`config.mk`:
```
export PLATFORM = sky130hd
export DESIGN_NAME = adc_cmd_device_flat
export DESIGN_NICKNAME = d
export VERILOG_FILES = /design/src/hw/adc_cmd_pkg.sv /design/src/hw/adc_link_if.sv /design/src/hw/sync_edge.sv /design/src/hw/adc_cmd_device.sv /design/src/flat_wrapper.sv
export SDC_FILE = /design/constraint.sdc
export NUM_CORES = 1
export LEC_CHECK = 0
export ABC_CLOCK_PERIOD_IN_PS = 4230
export BUFFER_PORTS_ARGS = -buffer_cell sky130_fd_sc_hd__buf_2
export CAP_MARGIN = 10
export CORE_MARGIN = 2
export CORE_UTILIZATION = 58
export CTS_BUF_LIST = sky130_fd_sc_hd__clkbuf_8 sky130_fd_sc_hd__clkbuf_16
export DETAILED_ROUTE_END_ITERATION = 7
export GPL_ROUTABILITY_DRIVEN = 0
export PLACE_DENSITY_LB_ADDON = 0.05
export SYNTH_ARGS = -nofsm -noshare
export SYNTH_HDL_FRONTEND = slang
export SYNTH_SLANG_ARGS = --single-unit
```
`constraint.sdc`:
```
create_clock -name sys_clk -period 4.23 [get_ports sys_clk]
set_input_delay 0.423 -clock sys_clk [delete_from_list [all_inputs] [get_ports sys_clk]]
set_output_delay 0.423 -clock sys_clk [all_outputs]
set_load 0.005 [all_outputs]
```
`src/hw/adc_cmd_pkg.sv`:
```
// Package: opcodes, register map, reset values and timing for the command unit
package adc_cmd_pkg;
  // Opcodes
  localparam logic [6:0] OP_WAKE_HI = 7'h00;
  localparam logic [6:0] OP_STANDBY_HI = 7'h01;
  localparam logic [6:0] OP_ALIGN_HI = 7'h02;
  localparam logic [6:0] OP_SRESET_HI = 7'h03;
  localparam logic [7:0] OP_STREAM_ON = 8'h10;
  localparam logic [7:0] OP_STREAM_OFF = 8'h11;
  localparam logic [7:0] OP_SINGLE_READ = 8'h12;
  localparam logic [2:0] OP_REG_READ_CMD_HI = 3'h1;
  localparam logic [2:0] OP_REG_WRITE_CMD_HI = 3'h2;
  localparam logic [7:0] OP_ZERO_TRIM = 8'h60;
  localparam logic [7:0] OP_SPAN_TRIM = 8'h61;
  localparam logic [7:0] OP_REG_READ_CMD_BASE = 8'h20;
  localparam logic [7:0] OP_REG_WRITE_CMD_BASE = 8'h40;
  // Register offsets
  localparam logic [4:0] REG_IDENTITY = 5'h00;
  localparam logic [4:0] REG_FILTER_SETUP = 5'h01;
  localparam logic [4:0] REG_RESERVED_FIXED = 5'h02;
  localparam logic [4:0] REG_OFFSET_LOW = 5'h05;
  localparam logic [4:0] REG_SPAN_LOW = 5'h08;
  localparam logic [4:0] REG_LAST = 5'h0a;
  localparam int NUM_REGS = 11;
  // Identity value, arbitrary
  localparam logic [7:0] IDENTITY_VALUE = 8'h50;
  // Reset values
  localparam logic [8*11-1:0] REG_RESET = {8'h40, 8'h00, 8'h00, 8'h00,
    8'h00, 8'h00, 8'h03, 8'h32, 8'h08, 8'h52, 8'h00};
  // Timing
  localparam int SYS_CLK_HZ = 10_000_000;
  localparam int LINK_DIV = 4;
  localparam int BYTE_GAP_CYCLES = 24;
  localparam int WRITE_RESTART_READINGS = 63;
  localparam int TRIM_READINGS = 16;
  localparam int SAMPLE_PERIOD = 2000;
  // Host APB register offsets
  localparam logic [7:0] APB_CTRL = 8'h00;
  localparam logic [7:0] APB_TXDATA = 8'h04;
  localparam logic [7:0] APB_STATUS = 8'h08;
  localparam logic [7:0] APB_RXDATA = 8'h0c;
  localparam logic [7:0] APB_SAMPLE = 8'h10;
endpackage : adc_cmd_pkg

```
`src/hw/adc_link_if.sv`:
```
// Interface: serial command link between host and converter
`timescale 1ns/1ns
`default_nettype none
interface adc_link_if;
  logic serialClk;
  logic serialIn;
  logic serialOut;
  logic frameSelN;
  logic sampleReadyN;
  logic alignPin;
  logic powerDownPinN;
  logic pinStrapSelect;
  modport device (input serialClk, input serialIn, input frameSelN,
    input alignPin, input powerDownPinN, input pinStrapSelect,
    output serialOut, output sampleReadyN);
  modport host (output serialClk, output serialIn, output frameSelN,
    output alignPin, output powerDownPinN, output pinStrapSelect,
    input serialOut, input sampleReadyN);
endinterface : adc_link_if
`default_nettype wire

```
`src/hw/sync_edge.sv`:
```
// Two-stage synchroniser with rise and fall pulses
`timescale 1ns/1ns
`default_nettype none
module sync_edge (
  input wire logic sys_clk,
  input wire logic rst,
  input wire logic din,
  output logic level,
  output logic rise,
  output logic fall
);
  typedef struct packed {
    logic s1;
    logic s2;
    logic s3;
  } sync_t;
  sync_t st_q;
  sync_t st_d;
  // Shift chain
  always_comb begin
    st_d.s1 = din;
    st_d.s2 = st_q.s1;
    st_d.s3 = st_q.s2;
  end
  always_ff @(posedge sys_clk) begin
    if (rst) begin
      st_q <= '0;
    end else begin
      st_q <= st_d;
    end
  end
  assign level = st_q.s2;
  assign rise = st_q.s2 & ~st_q.s3;
  assign fall = ~st_q.s2 & st_q.s3;
endmodule : sync_edge
`default_nettype wire

```
`src/hw/adc_cmd_device.sv`:
```
// Converter end: serial command decoder and register bank
// Functional notes
// - Control opcodes ignore bit zero
// - Exact decode of stream and single read
// - Zero trim updates offset registers
// - Span trim updates span registers
// - Read opcode address byte then count byte
// - Read data starts at sixteenth falling edge
// - Write opcode base 40h, then count
// - Count plus one data bytes stored
// - Host waits 24 cycles between bytes
// - Wake outside standby has no effect
// - Standby keeps registers and port alive
// - Power down pin low loses registers
// - Align restarts conversion sequence
// - Host holds align pin high
// - Soft reset equals hardware reset but keeps data line
// - Stream mode pulses ready per sample
// - Stream off hides ready and data
// - Host stops streaming before reads
// - Registers only when strap low
// - Write restarts, 63 readings suppressed
// - Burst access auto-increments address
// - Decoder idle in pin control mode
//
// The APB interface to the registers is this design's own decision.
`timescale 1ns/1ns
`default_nettype none
module adc_cmd_device (
  input wire logic sys_clk,
  input wire logic rst,
  adc_link_if.device link,
  input wire logic [23:0] sampleIn,
  output logic standby,
  output logic converting,
  output logic [23:0] offsetWord,
  output logic [23:0] spanWord
);
  typedef enum logic [2:0] {
    PH_OP, PH_COUNT, PH_WDATA, PH_RDATA, PH_SAMPLE, PH_SKIP
  } phase_t;
  typedef struct packed {
    phase_t phase;
    logic [7:0] shiftIn;
    logic [2:0] bitCnt;
    logic [31:0] shiftOut;
    logic [5:0] outBits;
    logic [4:0] addr;
    logic [4:0] left;
    logic isRead;
    logic stream;
    logic sleep;
    logic [15:0] sampleTmr;
    logic [5:0] discard;
    logic [4:0] trimCnt;
    logic trimOfs;
    logic trimSpan;
    logic [23:0] sample;
    logic readyN;
    logic serOut;
    logic conv;
    logic [8*11-1:0] regs;
  } dev_t;
  dev_t st_q;
  dev_t st_d;
  logic clkRise, clkFall;
  logic dinLvl, selLvl, selFall, alignLvl, pdLvl, strapLvl;
  sync_edge u_clk (.sys_clk(sys_clk), .rst(rst), .din(link.serialClk),
    .level(), .rise(clkRise), .fall(clkFall));
  sync_edge u_din (.sys_clk(sys_clk), .rst(rst), .din(link.serialIn),
    .level(dinLvl), .rise(), .fall());
  sync_edge u_sel (.sys_clk(sys_clk), .rst(rst), .din(link.frameSelN),
    .level(selLvl), .rise(), .fall(selFall));
  sync_edge u_aln (.sys_clk(sys_clk), .rst(rst), .din(link.alignPin),
    .level(alignLvl), .rise(), .fall());
  sync_edge u_pd (.sys_clk(sys_clk), .rst(rst), .din(link.powerDownPinN),
    .level(pdLvl), .rise(), .fall());
  sync_edge u_pm (.sys_clk(sys_clk), .rst(rst),
    .din(link.pinStrapSelect), .level(strapLvl), .rise(), .fall());
  logic [7:0] byteIn;
  logic [7:0] rdByte;
  logic byteDone;
  logic restart;
  logic softRst;
  // Byte completion on the eighth rising edge
  always_comb begin
    byteIn = {st_q.shiftIn[6:0], dinLvl};
    byteDone = clkRise && !selLvl && st_q.bitCnt == 3'h7;
    rdByte = (st_q.addr <= adc_cmd_pkg::REG_LAST) ?
      st_q.regs[st_q.addr*8 +: 8] : 8'h00;
  end
  // Main next-state process
  always_comb begin
    st_d = st_q;
    restart = 1'b0;
    softRst = 1'b0;
    if (clkRise && !selLvl) begin
      st_d.shiftIn = byteIn;
      st_d.bitCnt = st_q.bitCnt + 3'h1;
    end
    if (selLvl) begin
      st_d.bitCnt = 3'h0;
    end
    // Shift out on falling edges
    if (clkFall && !selLvl && st_q.outBits != 6'h0) begin
      st_d.serOut = st_q.shiftOut[31];
      st_d.shiftOut = {st_q.shiftOut[30:0], 1'b0};
      st_d.outBits = st_q.outBits - 6'h1;
    end
    // Conversion timer; sleep halts it, registers stay
    if (!st_q.sleep) begin
      st_d.sampleTmr = st_q.sampleTmr + 16'h1;
      st_d.readyN = 1'b1;
      if (st_q.sampleTmr == 16'(adc_cmd_pkg::SAMPLE_PERIOD - 1)) begin
        st_d.sampleTmr = 16'h0;
        st_d.sample = sampleIn;
        if (st_q.discard != 6'h0) begin
          st_d.discard = st_q.discard - 6'h1;
        end else begin
          if (st_q.stream) begin
            st_d.readyN = 1'b0;
            st_d.shiftOut = {sampleIn, 8'h00};
            st_d.outBits = 6'd32;
            st_d.phase = PH_SAMPLE;
          end
          if (st_q.trimOfs || st_q.trimSpan) begin
            st_d.trimCnt = st_q.trimCnt + 5'h1;
          end
        end
      end
    end
    // Trim completion writes the last sample taken
    if (st_q.trimCnt == 5'(adc_cmd_pkg::TRIM_READINGS)) begin
      st_d.trimCnt = 5'h0;
      st_d.trimOfs = 1'b0;
      st_d.trimSpan = 1'b0;
      if (st_q.trimOfs) begin
        st_d.regs[adc_cmd_pkg::REG_OFFSET_LOW*8 +: 24] = st_q.sample;
      end
      if (st_q.trimSpan) begin
        st_d.regs[adc_cmd_pkg::REG_SPAN_LOW*8 +: 24] = st_q.sample;
      end
    end
    // Command decode, only in register mode
    if (byteDone && !strapLvl) begin
      case (st_q.phase)
        PH_OP, PH_SAMPLE, PH_SKIP: begin
          st_d.phase = PH_OP;
          if (byteIn[7:1] == adc_cmd_pkg::OP_WAKE_HI) begin
            st_d.sleep = 1'b0;
          end else if (byteIn[7:1] == adc_cmd_pkg::OP_STANDBY_HI) begin
            st_d.sleep = 1'b1;
          end else if (byteIn[7:1] == adc_cmd_pkg::OP_ALIGN_HI) begin
            restart = alignLvl;
          end else if (byteIn[7:1] == adc_cmd_pkg::OP_SRESET_HI) begin
            softRst = 1'b1;
          end else if (byteIn == adc_cmd_pkg::OP_STREAM_ON) begin
            st_d.stream = 1'b1;
          end else if (byteIn == adc_cmd_pkg::OP_STREAM_OFF) begin
            st_d.stream = 1'b0;
          end else if (byteIn == adc_cmd_pkg::OP_SINGLE_READ) begin
            st_d.shiftOut = {st_q.sample, 8'h00};
            st_d.outBits = 6'd32;
          end else if (byteIn == adc_cmd_pkg::OP_ZERO_TRIM) begin
            st_d.trimOfs = 1'b1;
            st_d.trimCnt = 5'h0;
          end else if (byteIn == adc_cmd_pkg::OP_SPAN_TRIM) begin
            st_d.trimSpan = 1'b1;
            st_d.trimCnt = 5'h0;
          end else if (byteIn[7:5] == adc_cmd_pkg::OP_REG_READ_CMD_HI ||
                       byteIn[7:5] == adc_cmd_pkg::OP_REG_WRITE_CMD_HI) begin
            st_d.addr = byteIn[4:0];
            st_d.isRead = byteIn[7:5] == adc_cmd_pkg::OP_REG_READ_CMD_HI;
            st_d.phase = PH_COUNT;
          end
          // Other bytes fall through unchanged
        end
        PH_COUNT: begin
          st_d.left = byteIn[4:0];
          st_d.phase = st_q.isRead ? PH_RDATA : PH_WDATA;
          if (st_q.isRead) begin
            st_d.shiftOut = {rdByte, 24'h0};
            st_d.outBits = 6'd8;
          end
        end
        PH_WDATA: begin
          if (st_q.addr > adc_cmd_pkg::REG_IDENTITY &&
              st_q.addr != adc_cmd_pkg::REG_RESERVED_FIXED &&
              st_q.addr <= adc_cmd_pkg::REG_LAST) begin
            st_d.regs[st_q.addr*8 +: 8] = byteIn;
          end
          st_d.addr = st_q.addr + 5'h1;
          st_d.left = st_q.left - 5'h1;
          if (st_q.left == 5'h0) begin
            st_d.phase = PH_OP;
            restart = 1'b1;
            st_d.discard = 6'(adc_cmd_pkg::WRITE_RESTART_READINGS);
          end
        end
        PH_RDATA: begin
          st_d.addr = st_q.addr + 5'h1;
          st_d.left = st_q.left - 5'h1;
          if (st_q.left == 5'h0) begin
            st_d.phase = PH_OP;
          end else begin
            st_d.shiftOut = {(st_q.addr + 5'h1 <= adc_cmd_pkg::REG_LAST) ?
              st_q.regs[(st_q.addr + 5'h1)*8 +: 8] : 8'h00, 24'h0};
            st_d.outBits = 6'd8;
          end
        end
        default: begin
          st_d.phase = PH_OP;
        end
      endcase
    end
    if (restart) begin
      st_d.sampleTmr = 16'h0;
      st_d.readyN = 1'b1;
    end
    if (selFall && st_q.phase == PH_SAMPLE) begin
      st_d.phase = PH_SKIP;
    end
    st_d.regs[7:0] = adc_cmd_pkg::IDENTITY_VALUE;
    // Soft reset or power-down restore defaults
    if (softRst || !pdLvl) begin
      st_d = '0;
      st_d.phase = PH_OP;
      st_d.stream = 1'b1;
      st_d.readyN = 1'b1;
      st_d.regs = adc_cmd_pkg::REG_RESET;
      st_d.regs[7:0] = adc_cmd_pkg::IDENTITY_VALUE;
      // Mid-bit soft reset keeps the data line steady
      st_d.serOut = softRst ? st_q.serOut : 1'b0;
    end
    // Converting flag registered for the output
    st_d.conv = !st_d.sleep && st_d.discard == 6'h0;
  end
  always_ff @(posedge sys_clk) begin
    if (rst) begin
      st_q <= '0;
      st_q.phase <= PH_OP;
      st_q.stream <= 1'b1;
      st_q.readyN <= 1'b1;
      st_q.conv <= 1'b1;
      st_q.regs <= adc_cmd_pkg::REG_RESET;
    end else begin
      st_q <= st_d;
    end
  end
  assign link.serialOut = st_q.serOut;
  assign link.sampleReadyN = st_q.readyN;
  assign standby = st_q.sleep;
  assign converting = st_q.conv;
  assign offsetWord = st_q.regs[adc_cmd_pkg::REG_OFFSET_LOW*8 +: 24];
  assign spanWord = st_q.regs[adc_cmd_pkg::REG_SPAN_LOW*8 +: 24];
endmodule : adc_cmd_device
`default_nettype wire

```
`src/flat_wrapper.sv`:
```
// flat-port wrapper written by rule: the top's interface ports become plain ports
module adc_cmd_device_flat 
  (sys_clk, rst, sampleIn, standby, converting, offsetWord, spanWord, link_serialClk, link_serialIn, link_frameSelN, link_alignPin, link_powerDownPinN, link_pinStrapSelect, link_serialOut, link_sampleReadyN);
  adc_link_if link_i ();
  input wire logic sys_clk;
  input wire logic rst;
  input wire logic [23:0] sampleIn;
  output logic standby;
  output logic converting;
  output logic [23:0] offsetWord;
  output logic [23:0] spanWord;
  input wire logic [$bits(link_i.serialClk)-1:0] link_serialClk;
  input wire logic [$bits(link_i.serialIn)-1:0] link_serialIn;
  input wire logic [$bits(link_i.frameSelN)-1:0] link_frameSelN;
  input wire logic [$bits(link_i.alignPin)-1:0] link_alignPin;
  input wire logic [$bits(link_i.powerDownPinN)-1:0] link_powerDownPinN;
  input wire logic [$bits(link_i.pinStrapSelect)-1:0] link_pinStrapSelect;
  output wire logic [$bits(link_i.serialOut)-1:0] link_serialOut;
  output wire logic [$bits(link_i.sampleReadyN)-1:0] link_sampleReadyN;
  assign link_i.serialClk = link_serialClk;
  assign link_i.serialIn = link_serialIn;
  assign link_i.frameSelN = link_frameSelN;
  assign link_i.alignPin = link_alignPin;
  assign link_i.powerDownPinN = link_powerDownPinN;
  assign link_i.pinStrapSelect = link_pinStrapSelect;
  assign link_serialOut = link_i.serialOut;
  assign link_sampleReadyN = link_i.sampleReadyN;
  adc_cmd_device u_core (.sys_clk(sys_clk), .rst(rst), .link(link_i), .sampleIn(sampleIn), .standby(standby), .converting(converting), .offsetWord(offsetWord), .spanWord(spanWord));
endmodule
```
==> results.sh <==
export IMPL_status="finished, final reports clean"
export IMPL_slew_violations=0
export IMPL_period_needed_ns=3.61
export IMPL_rsz0062_at_grt="no"
export IMPL_startpoint="u_core.st_q[154]"
export IMPL_syn_inst=1373
export IMPL_startpoint_type="flip-flop"
export IMPL_hpwl_um=23700
export IMPL_dp_cells=1602
export IMPL_htree_num_levels=1
export IMPL_max_slew_margin=0.180
export IMPL_reg2reg_to="u_core.spanWord[3]"
export IMPL_post_cts_buffers=0
export IMPL_portBuffers=83
export IMPL_cts_inserted_buffers=24
export IMPL_clock_latency_ns=0.53
export IMPL_vias=10204
export IMPL_syn_cell_area_um2=11800
export IMPL_fp_dieW_um=147
export IMPL_wl_per_cell_um=20.7
export IMPL_max_freq_mhz=277
export IMPL_drc=0
export IMPL_drt_vias_per_instance=6.21
export IMPL_worstPathArrival_ns=4.02
export IMPL_grt_pass1_vias=9360
export IMPL_detail_route_antenna_nets=0
export IMPL_clockBufferDepth=3
export IMPL_dieArea_um2=21500
export IMPL_power_density_nw_per_um2=328
export IMPL_rows=52
export IMPL_grt_overflow_total=0
export IMPL_grt_max_degree=74
export IMPL_layout_drive_gt1_share=0.156
export IMPL_wl_um=34000
export IMPL_cts_resized=0
export IMPL_grt_antenna_before_repair=0
export IMPL_r2r_start="u_core.st_q[154]"
export IMPL_start_util=0.587
export IMPL_ir_worst_vdd_mv=0.404
export IMPL_rr_worst_depth=9
export IMPL_grt_usage=0.310
export IMPL_tns_ns=0
export IMPL_hold_class="input pin to flip-flop"
export IMPL_hold_viol=0
export IMPL_async_reset_ff_frac=0
export IMPL_end_kind="flip-flop"
export IMPL_firstDrtPassIters=6
export IMPL_synth_seq_cells=215
export IMPL_core_region_area_um2=20100
export IMPL_n_fill_cell=1766
export IMPL_clk_pin_slew_worst_paths_ns=0.06
export IMPL_yosysWarnings=0
export IMPL_io_pins=84
export IMPL_worstMarginPinSlew_ns=1.23
export IMPL_r2r_slack_ns=0.62
export IMPL_crit_chain="nor2_1 -> and2_1 -> ha_1 -> nand2_1 -> a2111oi_0 -> and4b_4 -> and4_1 -> mux2i_1 -> nor2_1"
export IMPL_postCtsHoldBufs=0
export IMPL_p_leak_nw=4.63
export IMPL_cp_max_fo=20
export IMPL_design_area_um2=12700
export IMPL_crit_slowest_cell="dfxtp_1"
export IMPL_synth_ff_type="dfxtp_1"
export IMPL_crit_required_ns=4.64
export IMPL_maxCapViolations=0
export IMPL_slowest_delay_ns=0.79
export IMPL_grt_pass1_wl_um=52800
export IMPL_setup_violations_final=0
export IMPL_synth_edff_count=0
export IMPL_finalCritPeriodShare=0.855
export IMPL_cts_tree="yes"
export IMPL_critPathMostFrequentCell="nor2_1"
export IMPL_clock_sinks=215
export IMPL_place_area_um2=11900
export IMPL_layout_cells_non_filler=1643
export IMPL_drtIter0Drc=896
export IMPL_fp_dieH_um=147
export IMPL_synth_area_per_cell_um2=8.60
export IMPL_syn2layout_area_growth_pct=7.46
export IMPL_worstSetupPathType="flip-flop to flip-flop"
export IMPL_root_buffer="clkbuf_16"
export IMPL_synth_seq_area_share=0.365
export IMPL_clock_skew_ns=0.00785
export IMPL_syn_num_nets=1420
export IMPL_synth_cell_types=75
export IMPL_nets=1405
export IMPL_diodes=0
export IMPL_crit_path_end="u_core.spanWord[3]"
[per-layer routing]
metal  GRT usage  routed length, um
met4       0.154               1890
met2       0.467              14700
met3      0.0634               2840
met1       0.425              14600
met5           0                  0
[where the power goes]
group | total (W) | switching (W) | internal [W] | leakage (nW)
logic | 0.0000611 | 0.0000385 | 0.0000226 | 2.49
registers | 0.00204 | 0.00000405 | 0.00203 | 1.74
clock network | 0.00207 | 0.000869 | 0.00120 | 0.404
[worst min-delay path by stage]
stage | start | end | cells past startpoint
2_1_floorplan | u_core.st_q[163] | u_core.st_q[163] | 2
3_3_place_gp | u_core.u_pd.st_d[1] | u_core.u_pd.level | 1
3_5_place_dp | u_core.u_sel.st_d[1] | u_core.u_sel.level | 1
4_1_cts | link_frameSelN | u_core.u_sel.st_d[1] | 2
5_1_grt | link_serialIn | u_core.u_din.st_d[1] | 2
6_report | link_powerDownPinN | u_core.u_pd.st_d[1] | 2
[cell usage after synthesis, types with 8 or more instances]
cell,number,area share
dfxtp_1,215,0.36
nand2_1,191,0.061
nor2_1,120,0.038
mux2i_1,104,0.088
a21oi_1,89,0.038
nand3_1,71,0.030
buf_4,59,0.038
buf_2,47,0.020
a211oi_1,37,0.024
o21ai_0,37,0.016
clkbuf_1,35,0.011
o211ai_1,27,0.017
nor2b_1,26,0.014
and3_1,24,0.013
inv_1,23,0.0073
mux2_2,20,0.019
mux4_2,19,0.036
xnor2_1,18,0.013
ha_1,15,0.016
nor3_1,15,0.0064
xor2_1,14,0.010
a21o_1,12,0.0076
nand4_1,9,0.0048
nor4_1,8,0.0042
[cells by family after synthesis]
group / synth area share
simple gates: 0.219
buf+inv: 0.0836
fa+ha+maj: 0.0159
xor+xnor: 0.0237
mux: 0.143
compound gates: 0.150
flops: 0.365
[cell type report]
| class | count | area (um^2) | share of cell area |
|---|---|---|---|
| Multi-Input combinational cell | 985 | 6550 | 0.516 |
| Sequential cell | 215 | 4310 | 0.339 |
| Clock buffer | 30 | 683 | 0.0538 |
| Timing Repair Buffer | 109 | 623 | 0.0491 |
| Tap cell | 270 | 338 | 0.0266 |
| Clock inverter | 11 | 101 | 0.00799 |
| Inverter | 23 | 86.3 | 0.00680 |
[critical path: cells and delay by family (launching register included)]
kind	cells	cell delay, ns
AOI/OAI and AO/OA	1	0.42
adders and majority gates	1	0.27
and+or+nand+nor	6	1.77
DFF	1	0.79
muxes	1	0.24
[metrics by stage]
| stage | hold WS (ns) | total power (W) | util | worst slack [ns] |
|---|---|---|---|---|
| CTS | 0.0838 | 0.00419 | 0.631 | 0.675 |
| finish | 0.102 | 0.00417 | 0.631 | 0.615 |
| detailed placement | 0.423 | 0.00214 | 0.592 | 0.665 |
| global route | 0.100 | 0.00427 | 0.631 | 0.209 |
| floorplan | 0.410 | 0.00211 | - | 0.562 |
| global placement | 0.416 | 0.00214 | 0.592 | 0.794 |
[layout by cell type (no fill, tap or decap), drive strengths merged, types with 28 or more instances in the layout]
| cell | instances |
|---|---|
| a21oi | 90 |
| o211ai | 28 |
| buf | 109 |
| dfxtp | 215 |
| o21ai | 38 |
| nor2 | 120 |
| nand2 | 191 |
| nand3 | 75 |
| a211oi | 38 |
| mux2i | 104 |
| clkbuf | 30 |
No activity file was read; power rests on OpenSTA's default activity.
